`config.mk`:
```
export PLATFORM = sky130hd
export DESIGN_NAME = rer_error_records
export DESIGN_NICKNAME = d
export VERILOG_FILES = /design/src/verilog/rer_pkg.sv /design/src/verilog/rer_error_records.sv
export VERILOG_INCLUDE_DIRS = /design/src /design/src/verilog
export SDC_FILE = /design/constraint.sdc
export NUM_CORES = 1
export LEC_CHECK = 0
export BUFFER_PORTS_ARGS = -buffer_cell sky130_fd_sc_hd__buf_2
export CAP_MARGIN = 0
export CORE_MARGIN = 4
export CORE_UTILIZATION = 40
export CTS_BUF_LIST = sky130_fd_sc_hd__clkbuf_16
export DETAILED_ROUTE_END_ITERATION = 8
export MAX_ROUTING_LAYER = met4
export PLACE_DENSITY_LB_ADDON = 0.05
export SLEW_MARGIN = 20
export SYNTH_ARGS = -nofsm -noshare
export SYNTH_HDL_FRONTEND = slang
export SYNTH_SLANG_ARGS = --single-unit
```
`constraint.sdc`:
```
create_clock -name sys_clk -period 4.4 [get_ports sys_clk]
set_input_delay 0.44 -clock sys_clk [delete_from_list [all_inputs] [get_ports sys_clk]]
set_output_delay 0.44 -clock sys_clk [all_outputs]
set_load 0.01 [all_outputs]
```
`src/verilog/rer_regs.svh`:
```
// Register offsets, field positions, codes and reset values of the RAM error records.
`ifndef RER_REGS_SVH
`define RER_REGS_SVH
`define RER_REC_COUNT 13
`define RER_REC_PEND 0
`define RER_REC_SH_CE 1
`define RER_REC_SH_UE 2
`define RER_REC_SI_CE 3
`define RER_REC_SI_UE 4
`define RER_REC_PC_CE 7
`define RER_REC_PC_UE 8
`define RER_REC_LC_CE 9
`define RER_REC_LC_UE 10
`define RER_REC_TS_CE 11
`define RER_REC_TS_UE 12
`define RER_OFF_STATUS 4'h0
`define RER_OFF_MISC0 4'h4
`define RER_OFF_MISC1 4'h8
`define RER_OFF_SH_BITMAP 10'h100
`define RER_OFF_PC_BITMAP 10'h200
`define RER_OFF_CTRL 10'h300
`define RER_OFF_NSACC 10'h304
`define RER_ST_VALID 0
`define RER_ST_OVF 1
`define RER_ST_CODE_LSB 8
`define RER_ST_SEV_LSB 16
`define RER_CODE_BLOCK_WB 8'h45
`define RER_CODE_SUBBLK_RD 8'h46
`define RER_CODE_SUBBLK_WB 8'h47
`define RER_SEV_MEMORY 8'h12
`define RER_TARGET_LSB 16
`define RER_PC_BITLOC_LSB 12
`define RER_PC_OFFSET_LSB 8
`define RER_PC_SOFT_BIT 7
`define RER_LC_BITLOC_LSB 15
`define RER_LC_LOCK_BIT 14
`define RER_LC_PEND_LSB 12
`define RER_LC_BANK_LSB 10
`define RER_CTRL_UE_RST 1'b1
`define RER_NSACC_RST 2'h0
`endif

```
`src/verilog/rer_pkg.sv`:
```
// Types shared by the RAM error record logic.
`default_nettype none
package rer_pkg;
    // Kind of failed pending-table memory access.
    typedef enum logic [1:0] {
        pend_block_writeback_fail,
        pend_subblock_read_fail,
        pend_subblock_writeback_fail
    } rer_pend_fail_t;
    // One register word.
    typedef logic [31:0] rer_word_t;
endpackage : rer_pkg
`default_nettype wire

```
`src/verilog/rer_error_records.sv`:
```
// Error records, errored bitmaps and safe-default control for config RAMs.
//
// The implementer's own choices: the Avalon-MM slave port and the address map.
`include "rer_regs.svh"
`default_nettype none
// Operation
// - Block write-back fail logs 0x45, severity 0x12
// - Sub-block read fail logs 0x46, data used
// - Sub-block write-back fail logs 0x47, continue
// - Shared RAM errors: record 1/2, notify
// - Records 1-2 only with shared ECC
// - ID bit 0 picks RAM, ID>>1 row
// - Shared syndrome: bit location or ID
// - Uncorrectable shared interrupt flagged, forced safe
// - Write-1 clears flag, restores defaults
// - Corrupted register read errors unless disabled
// - Softint RAM errors: records 3/4 if configured
// - Syndrome address names softint RAM row
// - Per-core write-1 clears, restores softint defaults
// - Per-core RAM errors: records 7/8
// - Per-core syndrome field layout
// - Cache errors: records 9/10, notify
// - Cache syndrome: lock, pending, bank, address
// - Uncorrectable cache line dumped, then dropped
// - Per-core error overwrites non-secure access
// - Translation RAM records 11/12, refetch
module rer_error_records #(
    parameter int N_SHARED = 64,
    parameter int N_CORE = 4,
    parameter int SI_ROW_W = 6,
    parameter bit SHARED_ECC = 1'b1,
    parameter bit SOFTINT_ECC = 1'b1,
    parameter bit PERCORE_ECC = 1'b1,
    parameter bit CACHE_ECC = 1'b1,
    parameter bit XLAT_PRESENT = 1'b1,
    parameter int ID_W = $clog2(N_SHARED)
) (
    input wire logic sys_clk,
    input wire logic rst_b,
    // Avalon-MM slave, byte addressed.
    input wire logic [9:0] avs_address,
    input wire logic avs_read,
    input wire logic avs_write,
    input wire logic [31:0] avs_writedata,
    input wire logic [3:0] avs_byteenable,
    output logic [31:0] avs_readdata,
    output logic avs_waitrequest,
    // Pending-table access failures.
    input wire logic pend_fail_valid,
    input wire rer_pkg::rer_pend_fail_t pend_fail_kind,
    input wire logic [15:0] pend_fail_target,
    input wire logic [15:0] pend_fail_id,
    // Shared-interrupt RAM ECC events.
    input wire logic sh_err_valid,
    input wire logic sh_err_uncorr,
    input wire logic [5:0] sh_err_bitloc,
    input wire logic [ID_W-1:0] sh_err_id,
    // Shared-interrupt configuration access to be steered to a RAM.
    input wire logic [ID_W-1:0] sh_cfg_id,
    output logic shared_ram_odd_q,
    output logic [ID_W-2:0] shared_row_q,
    // Softint RAM ECC events.
    input wire logic si_err_valid,
    input wire logic si_err_uncorr,
    input wire logic [5:0] si_err_bitloc,
    input wire logic [SI_ROW_W-1:0] si_err_row,
    // Per-core RAM ECC events.
    input wire logic pc_err_valid,
    input wire logic pc_err_uncorr,
    input wire logic [5:0] pc_err_bitloc,
    input wire logic [3:0] pc_err_offset,
    input wire logic pc_err_softint,
    input wire logic [6:0] pc_err_core,
    // Message-interrupt cache ECC events.
    input wire logic lc_err_valid,
    input wire logic lc_err_uncorr,
    input wire logic [5:0] lc_err_bitloc,
    input wire logic lc_err_locked,
    input wire logic [1:0] lc_err_pending,
    input wire logic [9:0] lc_err_addr,
    input wire logic [31:0] lc_err_line,
    // Translation-service RAM ECC events.
    input wire logic ts_err_valid,
    input wire logic ts_err_uncorr,
    input wire logic [23:0] ts_err_syndrome,
    // Register read path found corrupted programming.
    input wire logic cfg_read_corrupt,
    output logic cfg_read_error_q,
    // Notification per RAM: shared, softint, per-core, cache, translation.
    output logic [4:0] ecc_notify_q,
    output logic [N_SHARED-1:0] shared_errored,
    output logic [N_SHARED-1:0] shared_restore_q,
    output logic [1:0] nonsecure_access_field,
    output logic [N_CORE*32-1:0] percore_errored,
    output logic [N_CORE*16-1:0] percore_softint_restore_q,
    output logic percore_nsacc_overwrite_q,
    output logic [6:0] percore_nsacc_core_q,
    output logic cache_line_drop_q,
    output logic xlat_refetch_q
);
    import rer_pkg::*;

    localparam int NREC = `RER_REC_COUNT;

    // Records that exist in this configuration; 5 and 6 belong elsewhere.
    localparam logic [NREC-1:0] REC_PRESENT = {
        {2{XLAT_PRESENT}}, {2{CACHE_ECC}}, {2{PERCORE_ECC}}, 2'b00,
        {2{SOFTINT_ECC}}, {2{SHARED_ECC}}, 1'b1};

    logic ack_q; // Answer phase of the current bus access.
    logic wr_fire; // A write takes effect this edge.
    logic [31:0] wmask; // Write data gated by byte enables.
    logic [31:0] rd_word; // Read mux output.
    logic [31:0] readdata_q; // Registered read data.
    logic [NREC-1:0] evt; // Error event per record this cycle.
    rer_word_t syn [NREC]; // Syndrome proposed per record.
    logic [NREC-1:0] clr; // Software clear per record.
    logic [NREC-1:0] capture; // Record takes new syndrome.
    logic [NREC-1:0] rec_valid_q; // Record holds an error.
    logic [NREC-1:0] rec_ovf_q; // A later error was not captured.
    rer_word_t rec_misc0_q [NREC]; // Captured syndrome word.
    logic [7:0] rec0_code_q; // Implementation error code of record 0.
    logic [7:0] rec0_sev_q; // Severity code of record 0.
    rer_word_t cache_line_dump_word; // Raw corrupted cache line.
    logic ctrl_ue_en_q; // Uncorrectable-error reporting enable.
    logic [1:0] nsacc_q; // Non-secure pend access in errored state.
    logic [N_SHARED-1:0] sh_bitmap_q; // Shared errored bitmap.
    logic [N_CORE*32-1:0] pc_bitmap_q; // Per-core errored bitmap.

    // The bus answers one cycle after a request is seen; read data is
    // registered on the edge where waitrequest is high, write effect where it is low.
    always_ff @(posedge sys_clk) begin
        if (!rst_b) begin
            ack_q <= 1'b0;
        end else begin
            ack_q <= (avs_read || avs_write) && !ack_q;
        end
    end

    assign avs_waitrequest = (avs_read || avs_write) && !ack_q;
    assign wr_fire = avs_write && ack_q;
    assign wmask = avs_writedata & {{8{avs_byteenable[3]}},
        {8{avs_byteenable[2]}}, {8{avs_byteenable[1]}},
        {8{avs_byteenable[0]}}};

    // Record status words clear on a write of 1 to the valid bit.
    always_comb begin
        clr = '0;
        if (wr_fire && avs_address[9:8] == 2'b00 &&
            avs_address[3:0] == `RER_OFF_STATUS &&
            32'(avs_address[7:4]) < NREC) begin
            clr[avs_address[7:4]] = wmask[`RER_ST_VALID];
        end
    end

    // Each ECC source maps onto its correctable record, or the uncorrectable
    // one just above it. Absent records never see events; syndromes only
    // matter where an event captures, so they are built unconditionally.
    always_comb begin
        evt = '0;
        for (int k = 0; k < NREC; k++) begin
            syn[k] = '0;
        end
        evt[`RER_REC_PEND] = pend_fail_valid;
        syn[`RER_REC_PEND] = {pend_fail_target, pend_fail_id};
        if (SHARED_ECC && sh_err_valid) begin
            evt[`RER_REC_SH_CE + int'(sh_err_uncorr)] = 1'b1;
        end
        syn[`RER_REC_SH_UE] = 32'(sh_err_id);
        syn[`RER_REC_SH_CE] = 32'({sh_err_bitloc, sh_err_id});
        if (SOFTINT_ECC && si_err_valid) begin
            evt[`RER_REC_SI_CE + int'(si_err_uncorr)] = 1'b1;
        end
        syn[`RER_REC_SI_UE] = 32'(si_err_row);
        syn[`RER_REC_SI_CE] = 32'({si_err_bitloc, si_err_row});
        if (PERCORE_ECC && pc_err_valid) begin
            evt[`RER_REC_PC_CE + int'(pc_err_uncorr)] = 1'b1;
        end
        for (int k = `RER_REC_PC_CE; k <= `RER_REC_PC_UE; k++) begin
            syn[k][`RER_PC_OFFSET_LSB +: 4] = pc_err_offset;
            syn[k][`RER_PC_SOFT_BIT] = pc_err_softint;
            syn[k][6:0] = pc_err_core;
        end
        syn[`RER_REC_PC_CE][`RER_PC_BITLOC_LSB +: 6] = pc_err_bitloc;
        if (CACHE_ECC && lc_err_valid) begin
            evt[`RER_REC_LC_CE + int'(lc_err_uncorr)] = 1'b1;
        end
        // The bank field stays zero: only one cache bank is built.
        for (int k = `RER_REC_LC_CE; k <= `RER_REC_LC_UE; k++) begin
            syn[k][`RER_LC_LOCK_BIT] = lc_err_locked;
            syn[k][`RER_LC_PEND_LSB +: 2] = lc_err_pending;
            syn[k][9:0] = lc_err_addr;
        end
        syn[`RER_REC_LC_CE][`RER_LC_BITLOC_LSB +: 6] = lc_err_bitloc;
        if (XLAT_PRESENT && ts_err_valid) begin
            evt[`RER_REC_TS_CE + int'(ts_err_uncorr)] = 1'b1;
        end
        syn[`RER_REC_TS_CE] = 32'(ts_err_syndrome);
        syn[`RER_REC_TS_UE] = 32'(ts_err_syndrome);
    end

    // A record captures when empty or cleared in the same cycle, so an
    // error meeting a clear is kept rather than lost.
    assign capture = evt & (~rec_valid_q | clr);

    // One tracker per record; absent records stay empty for good.
    for (genvar r = 0; r < NREC; r++) begin : g_rec
        always_ff @(posedge sys_clk) begin
            if (!rst_b || !REC_PRESENT[r]) begin
                rec_valid_q[r] <= 1'b0;
                rec_ovf_q[r] <= 1'b0;
                rec_misc0_q[r] <= '0;
            end else if (capture[r]) begin
                rec_valid_q[r] <= 1'b1;
                rec_ovf_q[r] <= 1'b0;
                rec_misc0_q[r] <= syn[r];
            end else if (evt[r]) begin
                rec_ovf_q[r] <= 1'b1;
            end else if (clr[r]) begin
                rec_valid_q[r] <= 1'b0;
                rec_ovf_q[r] <= 1'b0;
            end
        end
    end

    // Record 0 also keeps the code and severity of the failed access.
    // Nothing here stalls the pending logic: it always carries on.
    always_ff @(posedge sys_clk) begin
        if (!rst_b) begin
            rec0_code_q <= 8'h00;
            rec0_sev_q <= 8'h00;
        end else if (capture[`RER_REC_PEND]) begin
            rec0_sev_q <= `RER_SEV_MEMORY;
            case (pend_fail_kind)
                pend_block_writeback_fail: rec0_code_q <= `RER_CODE_BLOCK_WB;
                pend_subblock_read_fail: rec0_code_q <= `RER_CODE_SUBBLK_RD;
                pend_subblock_writeback_fail: begin
                    rec0_code_q <= `RER_CODE_SUBBLK_WB;
                end
                default: rec0_code_q <= 8'h00;
            endcase
        end
    end

    // The raw corrupted line follows the record 10 capture.
    always_ff @(posedge sys_clk) begin
        if (!rst_b) begin
            cache_line_dump_word <= '0;
        end else if (capture[`RER_REC_LC_UE]) begin
            cache_line_dump_word <= lc_err_line;
        end
    end

    // Side effects that the rest of the controller acts on.
    always_ff @(posedge sys_clk) begin
        if (!rst_b) begin
            ecc_notify_q <= 5'h00;
            cache_line_drop_q <= 1'b0;
            xlat_refetch_q <= 1'b0;
            percore_nsacc_overwrite_q <= 1'b0;
            percore_nsacc_core_q <= 7'h00;
        end else begin
            ecc_notify_q <= {evt[`RER_REC_TS_CE] | evt[`RER_REC_TS_UE],
                evt[`RER_REC_LC_CE] | evt[`RER_REC_LC_UE],
                evt[`RER_REC_PC_CE] | evt[`RER_REC_PC_UE],
                evt[`RER_REC_SI_CE] | evt[`RER_REC_SI_UE],
                evt[`RER_REC_SH_CE] | evt[`RER_REC_SH_UE]};
            // The line is dropped even if the record was full; any
            // pending interrupts in it are lost either way.
            cache_line_drop_q <= evt[`RER_REC_LC_UE];
            xlat_refetch_q <= evt[`RER_REC_TS_UE];
            percore_nsacc_overwrite_q <= evt[`RER_REC_PC_CE] |
                evt[`RER_REC_PC_UE];
            if (evt[`RER_REC_PC_CE] | evt[`RER_REC_PC_UE]) begin
                percore_nsacc_core_q <= pc_err_core;
            end
        end
    end

    // Configuration accesses are steered by ID parity and row.
    always_ff @(posedge sys_clk) begin
        if (!rst_b) begin
            shared_ram_odd_q <= 1'b0;
            shared_row_q <= '0;
        end else begin
            shared_ram_odd_q <= sh_cfg_id[0];
            shared_row_q <= sh_cfg_id[ID_W-1:1];
        end
    end

    // Corrupted reads signal an error only while reporting is enabled.
    always_ff @(posedge sys_clk) begin
        if (!rst_b) begin
            cfg_read_error_q <= 1'b0;
        end else begin
            cfg_read_error_q <= cfg_read_corrupt && ctrl_ue_en_q;
        end
    end

    // Software-written control: report enable and non-secure access.
    always_ff @(posedge sys_clk) begin
        if (!rst_b) begin
            ctrl_ue_en_q <= `RER_CTRL_UE_RST;
            nsacc_q <= `RER_NSACC_RST;
        end else if (wr_fire && avs_byteenable[0]) begin
            if (avs_address == `RER_OFF_CTRL) begin
                ctrl_ue_en_q <= avs_writedata[0];
            end else if (avs_address == `RER_OFF_NSACC) begin
                nsacc_q <= avs_writedata[1:0];
            end
        end
    end

    assign nonsecure_access_field = nsacc_q;
    assign shared_errored = sh_bitmap_q;
    assign percore_errored = pc_bitmap_q;

    // Shared errored bits: set by uncorrectable errors, write-1 clears.
    // Set wins over a clear in the same cycle. A clear of a set bit pulses
    // the restore of group, modifier, trigger and access defaults.
    for (genvar i = 0; i < N_SHARED; i++) begin : g_sh
        logic set_b;
        logic clr_b;
        assign set_b = evt[`RER_REC_SH_UE] && sh_err_id == ID_W'(i);
        assign clr_b = wr_fire &&
            avs_address == `RER_OFF_SH_BITMAP + 10'(4 * (i / 32)) &&
            wmask[i % 32];
        always_ff @(posedge sys_clk) begin
            if (!rst_b) begin
                sh_bitmap_q[i] <= 1'b0;
                shared_restore_q[i] <= 1'b0;
            end else begin
                sh_bitmap_q[i] <= set_b || (sh_bitmap_q[i] && !clr_b);
                shared_restore_q[i] <= clr_b && sh_bitmap_q[i];
            end
        end
    end

    // Per-core errored bits: 0-15 softint, 16-31 peripheral per core.
    // An uncorrectable softint RAM row error marks that softint on every core.
    for (genvar j = 0; j < N_CORE * 32; j++) begin : g_pc
        logic set_b;
        logic clr_b;
        assign set_b = (evt[`RER_REC_PC_UE] && pc_err_core == 7'(j / 32) &&
            {!pc_err_softint, pc_err_offset} == 5'(j % 32)) ||
            (evt[`RER_REC_SI_UE] && j % 32 < 16 &&
            si_err_row[3:0] == 4'(j % 32));
        assign clr_b = wr_fire &&
            avs_address == `RER_OFF_PC_BITMAP + 10'(4 * (j / 32)) &&
            wmask[j % 32];
        always_ff @(posedge sys_clk) begin
            if (!rst_b) begin
                pc_bitmap_q[j] <= 1'b0;
            end else begin
                pc_bitmap_q[j] <= set_b || (pc_bitmap_q[j] && !clr_b);
            end
        end
        // Only softint bits restore defaults; peripheral values stay.
        if (j % 32 < 16) begin : g_restore
            always_ff @(posedge sys_clk) begin
                if (!rst_b) begin
                    percore_softint_restore_q[(j/32)*16 + j%32] <= 1'b0;
                end else begin
                    percore_softint_restore_q[(j/32)*16 + j%32] <=
                        clr_b && pc_bitmap_q[j];
                end
            end
        end
    end

    // Read mux; unmapped addresses and absent records read as zero.
    always_comb begin
        rd_word = '0;
        if (avs_address[9:8] == 2'b00) begin
            if (32'(avs_address[7:4]) < NREC) begin
                case (avs_address[3:0])
                    `RER_OFF_STATUS: begin
                        rd_word[`RER_ST_VALID] = rec_valid_q[avs_address[7:4]];
                        rd_word[`RER_ST_OVF] = rec_ovf_q[avs_address[7:4]];
                        if (avs_address[7:4] == 4'h0) begin
                            rd_word[`RER_ST_CODE_LSB +: 8] = rec0_code_q;
                            rd_word[`RER_ST_SEV_LSB +: 8] = rec0_sev_q;
                        end
                    end
                    `RER_OFF_MISC0: rd_word = rec_misc0_q[avs_address[7:4]];
                    `RER_OFF_MISC1: begin
                        if (avs_address[7:4] == 4'(`RER_REC_LC_UE)) begin
                            rd_word = cache_line_dump_word;
                        end
                    end
                    default: rd_word = '0;
                endcase
            end
        end else if (avs_address[9:8] == 2'b01) begin
            // Words beyond the bitmap shift in zeros and read as zero.
            rd_word = 32'(sh_bitmap_q >> (32 * avs_address[7:2]));
        end else if (avs_address[9:8] == 2'b10) begin
            rd_word = 32'(pc_bitmap_q >> (32 * avs_address[7:2]));
        end else if (avs_address == `RER_OFF_CTRL) begin
            rd_word[0] = ctrl_ue_en_q;
        end else if (avs_address == `RER_OFF_NSACC) begin
            rd_word[1:0] = nsacc_q;
        end
    end

    // Read data is latched while waitrequest is high and then stands.
    always_ff @(posedge sys_clk) begin
        if (!rst_b) begin
            readdata_q <= 32'h0000_0000;
        end else if (avs_read && !ack_q) begin
            readdata_q <= rd_word;
        end
    end

    assign avs_readdata = readdata_q;
endmodule : rer_error_records
`default_nettype wire

```
==> reports/results.env <==
ANT_NETS=0
CTS_SINKS=613
FINAL_CRITICAL_PATH_REQUIRED_PERIOD_PS=2840
GRT_PASS1_WL_UM=153000
CLOCK_PATH_BUFFERS=3
PLACE.DETAILED.HPWL_UM=81000
SYNTH_LARGEST_AREA_CELL='dfxtp_1'
CELL_INTERNAL_POWER_W=0.00932
YOSYSUNIQUECELLTYPES=69
GLOBAL_ROUTER_S_OVERALL_RESOURCE_USAGE_PCT=31.1
CTS_SETUP_BUFFERS=0
PWR-SHARE-SEQ_PCT=49.0
WHS_PS=46.7
TIMING.CRITICAL_PATH.ARRIVAL_PS=3290
RSZ_0062_RAISED_AFTER_GLOBAL_ROUTING='false'
WORST-SETUP-PATH-TYPE='input pin to register'
TIMING.FINAL.CRIT_SHARE_PCT=64.5
TIMING.SETUP.TNS_PS=0
SETUP_VIOLATIONS=0
WIRELENGTH_UM=108000
PLACEMENTROWS=92
AREA_DELTA_SYNTH_FINAL_PCT=22.4
SLOWEST_DELAY_PS=750
CLK_PWR_SHARE_PCT=43.0
YS_ASYNC_SR_FRACTION_PCT=0
NET-SWITCHING-POWER_W=0.00310
WORSTSETUPENDPOINTTYPE='register'
CP.REQUIRED_PS=4850
CLK-INSERTION-DELAY-LATE_PS=600
SYN_NETS=2802
INITIAL_STANDARD_CELL_UTILIZATION_OF_THE_CORE_PCT=40.7
FIRST_ITER_VIOLATIONS=2379
POST_SYNTH_MOST_FREQUENT_CELLS='dfxtp_1 (435), a21oi_1 (318), nand2_1 (297), o21ai_0 (284), and2_1 (211)'
TIMING.FINAL.HOLD_VIOLATIONS=0
TIMING.CRITICAL_PATH.FROM_TYPE='input pin'
HOLD_PATH_CLASS='input pin to register'
DRIVE_GT1_SHARE_PCT=26.9
SYNTH_SEQUENTIAL_AREA_RATIO_PCT=54.4
FMAX_GHz=0.353
POWER.STATIC_LEAKAGE_nW=13.4
PEAK_FANOUT_ALONG_THE_CRITICAL_PATH=22
CP_SLOWEST_CELL='or4_1'
HOLD_BUFFERS=0
MAX_CAP_VIOLATIONS=0
CTS_HTREE_LEVELS=3
TIMING_WORST_SLEW_PIN_VALUE_PS=1190
DRT-PASS1-ITER-COUNT=7
WIRE_PER_INST_UM=27.0
NUMCTSBUFFERS=68
YOSYS_MOST_USED_DFF='dfxtp_1'
YOSYS_WARNINGS=0
NUM_VIAS=22900
CTS_RESIZED=0
NETLIST_TOP_CELLS_AREA='dfxtp_1 (34%), edfxtp_1 (21%), a21oi_1 (6.2%)'
GP_CONGESTION=0.936
DRC_ERRORS=0
TIMING.REG2REG.SETUP_SLACK_PS=1700
PIN_COUNT=596
WORSTPATHCELLLIST='buf_2 -> or4_1 -> nor3b_4 -> nand3_2 -> buf_4 -> o21ai_0 -> a21oi_1'
FLOORPLAN.DIE.HEIGHT_UM=262
SYNTH.MOST_COMMON_CELL='dfxtp_1'
CTS.CLK_SLEW.WORST_PATHS_PS=60
HOLD_DEPTH=2
DIE_WIDTH_UM=262
NETSWITCHINGFRACTION_PCT=24.9
CORE-AREA_UM2=63400
FINCLKSKEW_PS=20.8
CTS_TREE='done'
LAYOUT.CELL_AREA.NON_FILLER_UM2=31600
POSTSYNTHAREAPERCELL_UM2=10.0
SYNTH.CELL_AREA_UM2=25800
DPL_CELL_AREA_UM2=29600
CTS.ROOT.BUFFER_CELL='clkbuf_16'
ROUTED_VIA_DENSITY=5.72
NUMBER_OF_ANTENNA_VIOLATIONS_AT_THE_FIRST_CHECK_IN_GLOBAL_ROUTING=10
POWER.DENSITY_nW_PER_UM2=393
AREA_ENCLOSED_BY_THE_DIE_BOUNDARY_UM2=68700
GLOBALROUTE.TOTALOVERFLOW=0
R2R.WORST_PATH.CELLS=6
TOTAL_POWER_W=0.0124
LARGEST_NET_DEGREE_AT_THE_START_OF_GLOBAL_ROUTING=66
VIA_COUNT_OF_THE_FIRST_GLOBAL_ROUTING_PASS=21900
NUMBER_OF_FLOPS_MAPPED_TO_ENABLE_CELLS_BY_YOSYS=178
SYN-INSTANCE-COUNT=2580
PWR-SHARE-COMB_PCT=8.0
POST-SYNTH-TOP-AREA-FRACTION_PCT=33.7
RUN_STATUS='completed'
YOSYS_REGISTER_BITS=613
MAX-VDD-IR-DROP_uV=224
TIMING.MAX_SLEW.REL_SLACK_PCT=20.0
NNETSFINAL=3327
REPORT.FINAL.SLEW_VIOL_COUNT=0
PLACEMENT.IO_BUFFERS=595
==> placed cells by master, fill, tap and decap left out, types with 82 or more instances in the layout <==
master	count
mux2i_1	92
edfxtp_1	178
a21oi_1	318
dfxtp_1	435
o21ai_0	282
and2_1	211
buf_2	593
nand2_1	297
nor2_1	82
and3_1	122
==> final cells by class <==
| cell class | count | area, um^2 |
|---|---|---|
| repair buffers | 650 | 3400 |
| clock inverters | 49 | 283 |
| clock buffers | 70 | 1750 |
| diodes | 8 | 20.0 |
| flip-flops and latches | 613 | 14100 |
| inverters | 11 | 46.3 |
| multi-input cells | 1761 | 11000 |
| fillers | 5980 | 31800 |
| well taps | 846 | 1060 |
==> logic make-up after synthesis <==
| logic type | synth area share (%) |
|---|---|
| AND/OR/NAND/NOR | 18.5 |
| AO/OA/AOI/OAI | 14.9 |
| buffers and inverters | 3.20 |
| flip-flops | 54.4 |
| adder cells (fa/ha/maj) | 0.145 |
| multiplexers | 8.80 |
==> per-layer routing <==
metal | vias to the layer above | global-route usage [%] | routed length [um]
li1 | 10300 | - | -
met2 | 1067 | 51.9 | 53800
met3 | 176 | 4.83 | 7790
met5 | - | - | 0
met4 | 0 | 8.78 | 3140
met1 | 11300 | 39.5 | 43500
==> worst max-delay path: cells and delay by family <==
kind,cells,cell delay [ps]
AOI/OAI and AO/OA,2,360
and+or+nand+nor,3,1820
buffers and inverters,2,640
==> path summary, 6_finish.rpt <==
kind | start | end
setup / recovery | avs_address[7] | percore_errored[116]
hold / removal | sh_cfg_id[5] | shared_row_q[4]
setup reg to reg | ack_q | rec_misc0_q[9][15]
hold reg to reg | cache_line_dump_word[15] | cache_line_dump_word[15]
==> per-stage QoR <==
stage	std cells	util, %	setup slack [ps]
2_1_floorplan	2580	-	599
3_3_place_gp	3881	46.6	1080
3_5_place_dp	3881	46.6	1000
4_1_cts	4000	49.8	1630
5_1_grt	4008	49.8	1450
6_report	4008	49.8	1560
==> sequential cells by signal (all words and copies together), names as in the netlist, 11 cells and up <==
| signal | count |
|---|---|
| rec_misc0_q | 178 |
| rec_valid_q | 11 |
| cache_line_dump_word | 32 |
| shared_errored | 64 |
| percore_softint_restore_q | 64 |
| shared_restore_q | 64 |
| rec_ovf_q | 11 |
| avs_readdata | 32 |
| percore_errored | 128 |
==> power groups by stage <==
stage	registers (W)	logic, W	clock network [W]
after floorplan	0.00619	0.000501	0
after detailed placement	0.00621	0.000986	0
final	0.00609	0.000992	0.00534
after global routing	0.00610	0.00106	0.00566
after global placement	0.00620	0.000981	0
after CTS	0.00609	0.000989	0.00542
(Power assumes the default switching activity.)
